===== config.mk =====
export PLATFORM = sky130hd
export DESIGN_NAME = multi_variant_timer_unit
export DESIGN_NICKNAME = d
export VERILOG_FILES = /design/src/rtl/timer_pkg.sv /design/src/rtl/multi_variant_timer_unit.sv /design/src/rtl/dead_time_insert.sv
export VERILOG_INCLUDE_DIRS = /design/src /design/src/rtl
export SDC_FILE = /design/constraint.sdc
export NUM_CORES = 1
export LEC_CHECK = 0
export BUFFER_PORTS_ARGS = -buffer_cell sky130_fd_sc_hd__buf_4
export CORE_MARGIN = 4
export CORE_UTILIZATION = 50
export CTS_CLUSTER_DIAMETER = 60
export DETAILED_ROUTE_END_ITERATION = 10
export MAX_ROUTING_LAYER = met4
export PLACE_DENSITY = 0.77
export SKIP_CTS_REPAIR_TIMING = 1
export SLEW_MARGIN = 10
export SYNTH_ARGS = -nofsm -noshare
export SYNTH_HDL_FRONTEND = slang
export SYNTH_SLANG_ARGS = --single-unit

===== constraint.sdc =====
create_clock -name pclk -period 11 [get_ports pclk]
set_input_delay 0.55 -clock pclk [delete_from_list [all_inputs] [get_ports pclk]]
set_output_delay 0.55 -clock pclk [all_outputs]
set_load 0.05 [all_outputs]

===== src/rtl/timer_regs.svh =====
// register offsets, field positions, widths and reset values of the timer unit
`ifndef TIMER_REGS_SVH
`define TIMER_REGS_SVH

// register byte offsets
`define OFS_CTRL  8'h00
`define OFS_PSC   8'h04
`define OFS_ARR   8'h08
`define OFS_CNT   8'h0c
`define OFS_STS   8'h10
`define OFS_CLR   8'h14
`define OFS_IEN   8'h18
`define OFS_DEN   8'h1c
`define OFS_DT    8'h20
`define OFS_CHM   8'h24
// compare/capture bank: 0x30 + 4 * channel
`define CCR_BANK  4'h3

// control register fields
`define CTRL_EN    0
`define CTRL_MODE  2:1
`define CTRL_OPM   3
`define CTRL_FRZ   4
`define CTRL_SMODE 6:5
`define CTRL_HALL  7

// widths
`define MAX_CH 4
`define EVT_W  5
`define PSC_W  16
`define DT_W   8
`define CHM_W  8

// reset values
`define RST_ARR 32'hffff_ffff

`endif


===== src/rtl/timer_pkg.sv =====
// types shared by the timer unit and its dead-time stage
package timer_pkg;

    // counting direction modes
    typedef enum logic [1:0] {
        CM_UP     = 2'b00,
        CM_DOWN   = 2'b01,
        CM_CENTER = 2'b10
    } count_mode_type;

    // slave modes driven by the trigger link or the pins
    typedef enum logic [1:0] {
        SM_OFF     = 2'b00,
        SM_RESET   = 2'b01,
        SM_GATED   = 2'b10,
        SM_ENCODER = 2'b11
    } slave_mode_type;

    // per-channel function
    typedef enum logic [1:0] {
        CH_CAPTURE = 2'b00,
        CH_COMPARE = 2'b01,
        CH_PWM     = 2'b10,
        CH_OFF     = 2'b11
    } chan_mode_type;

    // whole state of the timer unit
    typedef struct packed {
        logic                           en;     // counter enable
        count_mode_type                 cmode;  // counting mode
        logic                           opm;    // one-pulse mode
        logic                           frz;    // freeze while halted
        slave_mode_type                 smode;  // slave mode
        logic                           hall;   // hall interface on
        logic [15:0]                    psc;    // prescale minus one
        logic [15:0]                    pcnt;   // prescale counter
        logic [31:0]                    arr;    // auto-reload value
        logic [31:0]                    cnt;    // counter
        logic                           down;   // counting down now
        logic [4:0]                     sts;    // sticky events
        logic [4:0]                     ie;     // interrupt enables
        logic [4:0]                     de;     // dma enables
        logic [4:0]                     dma;    // dma request pulses
        logic                           trgo;   // link trigger pulse
        logic [7:0]                     dt;     // dead-time cycles
        chan_mode_type [3:0]            chm;    // channel modes
        logic [3:0][31:0]               ccr;    // compare/capture values
        logic [3:0]                     chq;    // channel outputs
        logic [3:0]                     s1;     // pin sync stage one
        logic [3:0]                     s2;     // pin sync stage two
        logic [3:0]                     s3;     // previous synced level
        logic                           trig_q; // previous trigger level
        logic [31:0]                    rdata;  // read data
    } timer_state_type;

    // state of one dead-time stage
    typedef struct packed {
        logic [7:0] cnt;   // dead cycles still to wait
        logic       refq;  // last reference level
        logic       p;     // main output
        logic       n;     // complementary output
    } dead_state_type;

endpackage


===== src/rtl/multi_variant_timer_unit.sv =====
// timer unit: prescaler, reload counter, channels, trigger link, apb registers
// Operation
// - wide variant: 32-bit up/down reload counter
// - narrow variant: 16-bit up/down reload counter
// - prescaler divides by one to 65536
// - four channels: capture, compare, pwm, one-pulse
// - pwm edge-aligned or center-aligned
// - complementary output pairs with dead time
// - pwm duty from fully off to on
// - counter may freeze during debug halt
// - timers linked by internal trigger
// - quadrature encoder and hall sensor inputs
// - each timer raises its own dma requests
// - basic variant: up only, no dma
// - single-channel variants add complementary dead-time output
`timescale 1ns/1ps
`include "timer_regs.svh"
module multi_variant_timer_unit
    import timer_pkg::*;
#(
    parameter int CNT_W     = 16,    // counter width, 16 or 32
    parameter int NUM_CH    = 4,     // channels in use, 1 to 4
    parameter int NUM_COMPL = 3,     // channels with a complementary pair
    parameter bit UPDOWN    = 1'b1,  // down and center counting present
    parameter bit DMA_EN    = 1'b1,  // dma requests present
    parameter bit ENC_EN    = 1'b1   // encoder and hall inputs present
) (
    // apb slave
    input  wire logic                pclk,
    input  wire logic                presetn,
    input  wire logic                psel,
    input  wire logic                penable,
    input  wire logic                pwrite,
    input  wire logic [7:0]          paddr,
    input  wire logic [31:0]         pwdata,
    output logic [31:0]              prdata,
    output logic                     pready,
    output logic                     pslverr,
    // channel pins
    input  wire logic [`MAX_CH-1:0]  ch_in,
    output logic [`MAX_CH-1:0]       ch_out,
    output logic [`MAX_CH-1:0]       oc_p,
    output logic [`MAX_CH-1:0]       oc_n,
    // trigger link and debug
    input  wire logic                trig_in,
    output logic                     trig_out,
    input  wire logic                dbg_halt,
    // dma and interrupt
    output logic [`EVT_W-1:0]        dma_req,
    output logic                     irq
);

    // counter values above the width wrap; the mask keeps them in range
    localparam logic [31:0] CNT_MASK = 32'({CNT_W{1'b1}});

    timer_state_type  q, nx;       // registered state and its next value
    logic             tick;        // prescaled count enable
    logic             step;        // encoder count step
    logic             upd;         // update event
    logic             halted;      // frozen by debug halt
    logic             run;         // counter may advance
    logic             enc_up;      // encoder direction
    logic             go_down;     // direction of this step
    logic             wr;          // apb write access
    logic             trig_rise;   // link trigger edge
    logic             hall_edge;   // an odd number of hall lines changed
    logic [3:0]       rise;        // synced channel rising edges
    logic [3:0]       ev;          // channel events

    ////////////////////////////////////////////////////////////////////////
    // address decode, used by read, write and error paths
    function automatic logic is_ccr(input logic [7:0] a);
        return (a[7:4] == `CCR_BANK) && (int'(a[3:2]) < NUM_CH);
    endfunction

    function automatic logic addr_ok(input logic [7:0] a);
        return (a[1:0] == 2'h0) && ((a <= `OFS_CHM) || is_ccr(a));
    endfunction

    ////////////////////////////////////////////////////////////////////////
    // next-state logic
    always_comb begin
        nx   = q;
        wr   = psel & penable & pwrite & addr_ok(paddr);  // refused addresses never write
        ev   = 4'h0;
        upd  = 1'b0;
        tick = 1'b0;
        // channel pins cross two flops before anything looks at them
        nx.s1     = ch_in;
        nx.s2     = q.s1;
        nx.s3     = q.s2;
        rise      = q.s2 & ~q.s3;
        nx.trig_q = trig_in;
        trig_rise = trig_in & ~q.trig_q;
        halted    = q.frz & dbg_halt;
        run       = q.en & ~halted & ((q.smode != SM_GATED) | trig_in);
        // prescaler: count psc+1 clocks per tick
        if (run && q.smode != SM_ENCODER) begin
            // a smaller psc written mid-count must not stall for a full wrap
            if (q.pcnt >= q.psc) begin
                nx.pcnt = '0;
                tick    = 1'b1;
            end else begin
                nx.pcnt = q.pcnt + 16'h0001;
            end
        end
        // quadrature steps replace the prescaler in encoder mode
        enc_up  = q.s2[0] ^ q.s3[1];
        step    = ENC_EN && run && (q.smode == SM_ENCODER) && (q.s2[1:0] != q.s3[1:0]);
        go_down = (q.smode == SM_ENCODER) ? ~enc_up : q.down;
        // counter: center mode dwells one tick at each turn
        if (tick || step) begin
            if (!go_down) begin
                if (q.cnt == q.arr) begin
                    upd = 1'b1;
                    if (q.cmode == CM_CENTER && q.smode != SM_ENCODER) begin
                        nx.down = 1'b1;
                    end else begin
                        nx.cnt = '0;
                    end
                end else begin
                    nx.cnt = (q.cnt + 32'h1) & CNT_MASK;
                end
            end else begin
                if (q.cnt == '0) begin
                    upd = 1'b1;
                    if (q.cmode == CM_CENTER && q.smode != SM_ENCODER) begin
                        nx.down = 1'b0;
                    end else begin
                        nx.cnt = q.arr;
                    end
                end else begin
                    nx.cnt = q.cnt - 32'h1;
                end
            end
        end
        // link trigger restarts the count of a slave timer
        if (q.smode == SM_RESET && trig_rise) begin
            nx.cnt  = '0;
            nx.pcnt = '0;
        end
        // channel functions
        for (int i = 0; i < NUM_CH; i++) begin
            unique case (q.chm[i])
                CH_CAPTURE: begin
                    if (rise[i]) begin
                        nx.ccr[i] = q.cnt;
                        ev[i]     = 1'b1;
                    end
                end
                CH_COMPARE: begin
                    if ((tick || step) && q.cnt == q.ccr[i]) begin
                        nx.chq[i] = ~q.chq[i];
                        ev[i]     = 1'b1;
                    end
                end
                CH_PWM: begin
                    if ((tick || step) && q.cnt == q.ccr[i]) begin
                        ev[i] = 1'b1;
                    end
                end
                CH_OFF: begin
                    nx.chq[i] = 1'b0;
                end
            endcase
        end
        // hall sensors: a change on an odd number of lines captures the interval and restarts
        hall_edge = ENC_EN && q.hall && ((^q.s2[2:0]) != (^q.s3[2:0]));
        if (hall_edge) begin
            nx.ccr[0] = q.cnt;
            nx.cnt    = '0;
            ev[0]     = 1'b1;
        end
        // one-pulse: the update that ends the pulse stops the counter
        if (upd && q.opm) begin
            nx.en = 1'b0;
        end
        // apb read data is taken in the setup cycle
        if (psel && !penable) begin
            nx.rdata = 32'h0;
            if (addr_ok(paddr) && is_ccr(paddr)) begin
                nx.rdata = q.ccr[paddr[3:2]];
            end else begin
                case (paddr)
                    `OFS_CTRL: begin
                        nx.rdata[`CTRL_EN]    = q.en;
                        nx.rdata[`CTRL_MODE]  = q.cmode;
                        nx.rdata[`CTRL_OPM]   = q.opm;
                        nx.rdata[`CTRL_FRZ]   = q.frz;
                        nx.rdata[`CTRL_SMODE] = q.smode;
                        nx.rdata[`CTRL_HALL]  = q.hall;
                    end
                    `OFS_PSC: nx.rdata[`PSC_W-1:0] = q.psc;
                    `OFS_ARR: nx.rdata = q.arr;
                    `OFS_CNT: nx.rdata = q.cnt;
                    `OFS_STS: nx.rdata[`EVT_W-1:0] = q.sts;
                    `OFS_IEN: nx.rdata[`EVT_W-1:0] = q.ie;
                    `OFS_DEN: nx.rdata[`EVT_W-1:0] = q.de;
                    `OFS_DT:  nx.rdata[`DT_W-1:0] = q.dt;
                    `OFS_CHM: nx.rdata[`CHM_W-1:0] = q.chm;
                    default:  nx.rdata = 32'h0;
                endcase
            end
        end
        // apb writes take effect in the access cycle; status clears here
        if (wr && is_ccr(paddr)) begin
            nx.ccr[paddr[3:2]] = pwdata & CNT_MASK;
        end else if (wr) begin
            case (paddr)
                `OFS_CTRL: begin
                    nx.en    = pwdata[`CTRL_EN];
                    nx.opm   = pwdata[`CTRL_OPM];
                    nx.frz   = pwdata[`CTRL_FRZ];
                    nx.smode = ENC_EN ? slave_mode_type'(pwdata[`CTRL_SMODE]) : SM_OFF;
                    nx.hall  = ENC_EN & pwdata[`CTRL_HALL];
                    // variants without down counting stay up; 2'b11 is not a mode
                    if (!UPDOWN || pwdata[`CTRL_MODE] == 2'b11) begin
                        nx.cmode = CM_UP;
                    end else begin
                        nx.cmode = count_mode_type'(pwdata[`CTRL_MODE]);
                    end
                    nx.down = (nx.cmode == CM_DOWN);
                end
                `OFS_PSC: nx.psc = pwdata[`PSC_W-1:0];
                `OFS_ARR: nx.arr = pwdata & CNT_MASK;
                `OFS_CNT: nx.cnt = pwdata & CNT_MASK;
                `OFS_CLR: nx.sts = q.sts & ~pwdata[`EVT_W-1:0];
                `OFS_IEN: nx.ie  = pwdata[`EVT_W-1:0];
                `OFS_DEN: nx.de  = DMA_EN ? pwdata[`EVT_W-1:0] : 5'h00;
                `OFS_DT:  nx.dt  = pwdata[`DT_W-1:0];
                `OFS_CHM: begin
                    for (int i = 0; i < NUM_CH; i++) begin
                        nx.chm[i] = chan_mode_type'(pwdata[2*i +: 2]);
                    end
                end
                default: ;
            endcase
        end
        // events set after the clear, so a coincident event is kept
        nx.sts  = nx.sts | {ev, upd};
        nx.dma  = DMA_EN ? ({ev, upd} & q.de) : 5'h00;
        nx.trgo = upd;
        // pwm: ccr of zero is always off, above the reload always on
        for (int i = 0; i < NUM_CH; i++) begin
            if (nx.chm[i] == CH_PWM) begin
                nx.chq[i] = (nx.cnt < nx.ccr[i]);
            end
        end
    end

    ////////////////////////////////////////////////////////////////////////
    // state register
    always_ff @(posedge pclk or negedge presetn) begin
        if (!presetn) begin
            q     <= '0;
            q.arr <= `RST_ARR & CNT_MASK;
            // every channel starts switched off
            for (int i = 0; i < `MAX_CH; i++) begin
                q.chm[i] <= CH_OFF;
            end
        end else begin
            q <= nx;
        end
    end

    ////////////////////////////////////////////////////////////////////////
    // outputs
    assign prdata   = q.rdata;
    assign pready   = psel & penable;
    assign pslverr  = psel & penable & ~addr_ok(paddr);
    assign ch_out   = q.chq;
    assign trig_out = q.trgo;
    assign dma_req  = q.dma;
    assign irq      = |(q.sts & q.ie);

    // complementary pairs only on the channels that have them
    for (genvar g = 0; g < `MAX_CH; g++) begin : g_pair
        if (g < NUM_COMPL) begin : g_on
            dead_time_insert u_dead (
                .pclk        (pclk),
                .presetn     (presetn),
                .ref_level   (q.chq[g]),
                .dead_cycles (q.dt),
                .enable      (q.chm[g] != CH_OFF),
                .out_main    (oc_p[g]),
                .out_comp    (oc_n[g])
            );
        end else begin : g_off
            assign oc_p[g] = 1'b0;
            assign oc_n[g] = 1'b0;
        end
    end
endmodule


===== src/rtl/dead_time_insert.sv =====
// dead-time stage: splits one reference into a complementary pair with a gap
`timescale 1ns/1ps
`include "timer_regs.svh"
module dead_time_insert
    import timer_pkg::*;
(
    // clock and reset
    input  wire logic              pclk,
    input  wire logic              presetn,
    // reference and setting
    input  wire logic              ref_level,
    input  wire logic [`DT_W-1:0]  dead_cycles,
    input  wire logic              enable,
    // complementary pair
    output logic                   out_main,
    output logic                   out_comp
);

    dead_state_type q, nx;  // registered state and its next value

    ////////////////////////////////////////////////////////////////////////
    // both outputs drop on every reference edge, the new one rises after the gap
    always_comb begin
        nx = q;
        if (!enable) begin
            // idle pair is fully off so the power stage never floats half on
            nx.p    = 1'b0;
            nx.n    = 1'b0;
            nx.refq = ref_level;
            nx.cnt  = '0;
        end else if (ref_level != q.refq) begin
            nx.refq = ref_level;
            nx.cnt  = dead_cycles;
            nx.p    = 1'b0;
            nx.n    = 1'b0;
        end else if (q.cnt != '0) begin
            nx.cnt = q.cnt - 8'h01;
        end else begin
            nx.p = q.refq;
            nx.n = ~q.refq;
        end
    end

    // state register
    always_ff @(posedge pclk or negedge presetn) begin
        if (!presetn) begin
            q <= '0;
        end else begin
            q <= nx;
        end
    end

    assign out_main = q.p;
    assign out_comp = q.n;
endmodule


==> results by group <==
Detailed routing
  – Wire length per cell: 25.74 microns
  – Post-route ant nets: 0
  – Drt via density: 6.502
  – Final WL: 81,040 microns
  – 1st-pass router iterations: 8
  – Via count: 20,470
  – Met2 WL: 35,600 microns
  – Met3 routed WL: 8453 microns
  – DR top layer: met4
  – DRC: 0
  – 1st-iter DRT viols: 2,788
  – Wl on met1: 32,320 microns

Place
  – Placed Area: 0.02421 sq mm
  – Buffers on Ports: 85
  – Final HPWL from detailed placement: 57,520 microns
  – Final GP Congestion: 1.040

Power
  – Switch Pwr: 761.9 uW
  – Net Sw Frac: 25.71%
  – Power share of the sequential group: 43.5%
  – Internal power: 2.201 mW
  – VDD IR-drop max: 0.1265 mV
  – Pwr dens: 115.7 mW/mm^2
  – Clock power share: 48.1%
  – Power Total: 2.963 mW
  – Comb power frac: 8.4%
  – Leakage: 12.89 nW

Clocking
  – CTS tree: yes
  – Clk sinks: 336
  – Maximum clock path buffer count: 3
  – Later-pin clock latency in the skew report: 0.58 ns
  – Cts bufs inserted: 40
  – H-tree levels: 2
  – Clock transition at path regs: 0.06 ns
  – Root Buffer: clkbuf_16

Synth
  – Syn_area_per_cell: 9.189 sq um
  – Post-Syn Area: 0.02355 sq mm
  – Gate count after technology mapping: 2,563
  – Synth Warn #: 0
  – Cell variety after synth: 80
  – Main flop type after synthesis: dfrtp_1
  – Register area share after synthesis: 35.83%
  – Synthesized flop and latch total: 336
  – Post-synth EDFFs: 0
  – Async SR Flop Fraction: 100.0%

Timing
  – Max-slew headroom: 20.05%
  – Clock Skew: 0.02550 ns
  – Slew Viols, Final: 0
  – Maximum clock rate: 135.6 MHz
  – Period utilisation layout: 67.07%
  – Min cycle time layout: 7.377 ns
  – Slew @ Worst Pin: 1.191 ns
  – Sum of negative setup slack: 0 ns
  – # setup viols final: 0
  – RSZ-0062 raised after global routing: no
  – Hold Slack: 0.04179 ns
  – Final Hold Vio Count: 0

Setup path
  – Critical path endpoint category: register
  – Critical Path AT: 7.86 ns
  – Worst setup SP type: register
  – Worst Path Max Fanout: 19
  – WP data required: 11.48 ns
  – Crit Path Category: register to register

Floorplanning
  – Core area: 0.04656 sq mm
  – Die X: 225.0 microns
  – Die extent in y: 225.0 microns
  – Initial Util: 50.59%
  – # rows: 79
  – Die area: 0.05064 sq mm
  – I/O pins: 104

GRT
  – Initial antenna violation count: 0
  – Global route overflow: 0
  – First-pass GRT wire length: 122,600 microns
  – Largest net degree at the start of global routing: 112
  – Number of global-route vias before repair: 20,110
  – Total GRT Usage: 32.33%

Worst hold path
  – Min-delay worst type: input port to asynchronous set/reset pin

Cells and area
  – Most common cell after layout, fill and taps aside: dfrtp_1
  – Finished Cell Area: 0.02560 sq mm
  – NumNets Final: 2,731
  – Layout Utilization: 55.00%
  – # diodes: 0
  – Layout cells sized above 1: 14.21%
  – Commonest cells after routing, fill and taps aside: dfrtp_1 (312), nor2_1 (226), nand2_1 (199)
  – Layout area overhead: 8.712%

Status
  – Outcome: complete, no violations

Job
  – Max Cap Viol: 0
stage by stage:
step,instances,worst slack [ns]
after floorplan,2564,6.246
after global placement,3076,4.009
after detailed placement,3076,3.899
after CTS,3148,3.860
after global routing,3148,3.334
final,3148,3.623
registers in the layout, indices dropped and copies added, names as in the netlist:
| name | flops |
|---|---|
| q | 253 |
| nx | 8 |
| dma_req | 5 |
| g_pair.g_on.u_dead.q | 27 |
| g_pair.g_on.u_dead.out_comp | 3 |
| ch_out | 4 |
| g_pair.g_on.u_dead.out_main | 3 |
| prdata | 32 |
| trig_out | 1 |
cell type report:
cell class,count,area (sq um)
Sequential cell,336,8438
Fill cell,4113,20950
Clock buffer,56,1162
Inverter,182,683.2
Tap cell,607,759.5
Timing Repair Buffer,118,893.4
Clock inverter,16,231.5
Multi-Input combinational cell,1833,13440
final timing paths:
kind | from | endpoint | slack (ns) | cells past startpoint
max in group asynchronous | presetn | q[57]$_DFF_PN0_ | 8.47 | 3
setup reg to reg | q[215]$_DFF_PN0_ | ch_out[3]$_DFFE_PN0P_ | 3.62 | 18
min in group pclk | ch_in[1] | nx[38]$_DFF_PN0_ | 0.08 | 1
setup / recovery | q[215]$_DFF_PN0_ | ch_out[3]$_DFFE_PN0P_ | 3.62 | 18
hold reg to reg | nx[38]$_DFF_PN0_ | nx[34]$_DFF_PN0_ | 0.35 | 0
hold / removal | presetn | dma_req[4]$_DFF_PN0_ | 0.04 | 1
power groups by stage:
stage | clock, mW | combinational, mW | sequential [mW]
finish | 1.43 | 0.248 | 1.29
floorplan | 0 | 0.161 | 1.30
detailed placement | 0 | 0.246 | 1.31
global placement | 0 | 0.243 | 1.31
CTS | 1.44 | 0.247 | 1.29
global route | 1.49 | 0.264 | 1.29
cells in the mapped netlist, types with 12 or more instances:
| library cell | number | area (sq um) |
|---|---|---|
| dfrtp_1 | 312 | 7807 |
| nor2_1 | 226 | 848.3 |
| nand2_1 | 200 | 750.7 |
| inv_1 | 182 | 683.2 |
| ha_1 | 169 | 2115 |
| xor2_1 | 164 | 1436 |
| o21ai_0 | 158 | 790.8 |
| clkbuf_1 | 120 | 450.4 |
| a21oi_1 | 115 | 575.6 |
| mux2i_1 | 112 | 1121 |
| mux2_2 | 67 | 754.5 |
| buf_4 | 52 | 390.4 |
| nor4_1 | 48 | 300.3 |
| nand4_1 | 42 | 262.8 |
| nor3_1 | 36 | 180.2 |
| a21o_1 | 35 | 262.8 |
| nand3_1 | 35 | 175.2 |
| mux4_2 | 32 | 720.7 |
| a211oi_1 | 29 | 217.7 |
| a221oi_1 | 29 | 254.0 |
| or2_2 | 29 | 181.4 |
| o21a_1 | 26 | 195.2 |
| a31oi_1 | 24 | 150.1 |
| dfstp_2 | 24 | 630.6 |
| and2_1 | 22 | 137.6 |
| buf_1 | 22 | 82.58 |
| nand3b_1 | 17 | 127.6 |
| buf_2 | 16 | 80.08 |
| xnor2_1 | 16 | 140.1 |
| o211ai_1 | 14 | 105.1 |
| a222oi_1 | 12 | 120.1 |
| and3_1 | 12 | 75.07 |
| nor2b_1 | 12 | 75.07 |
metal layers:
layer	GRT usage (%)	vias to the layer above
li1	-	8922
met2	48.13	1275
met4	15.51	0
met5	-	-
met3	7.425	293
met1	41.91	9977
worst max-delay path, cell delays in order (launching register included):
cell	delay, ns
dfrtp_1	0.68
inv_1	0.39
ha_1	0.27
nor4b_2	0.60
and4_1	0.51
nand3_1	0.50
nor2_1	0.25
a21oi_1	0.11
o21ai_1	0.97
nor2_1	0.12
nor3_1	0.79
ha_1	0.38
nand4_1	0.15
nor3_1	0.07
a2111oi_0	0.43
o221ai_1	0.21
a21oi_1	0.30
o311ai_0	0.28
nand3_1	0.26
kinds of logic (layout without fill, tap and decap cells):
group,after synthesis,count (layout),share of synthesized area (%)
muxes,211,211,11.02
and+or+nand+nor,741,741,15.62
AOI/OAI and AO/OA,529,529,14.44
buffers and inverters,395,372,7.305
DFF,336,336,35.83
xor gates and xnor gates,181,181,6.789
other,1,2,0.01592
adders and majority gates,169,169,8.978
(Power assumes the default switching activity.)
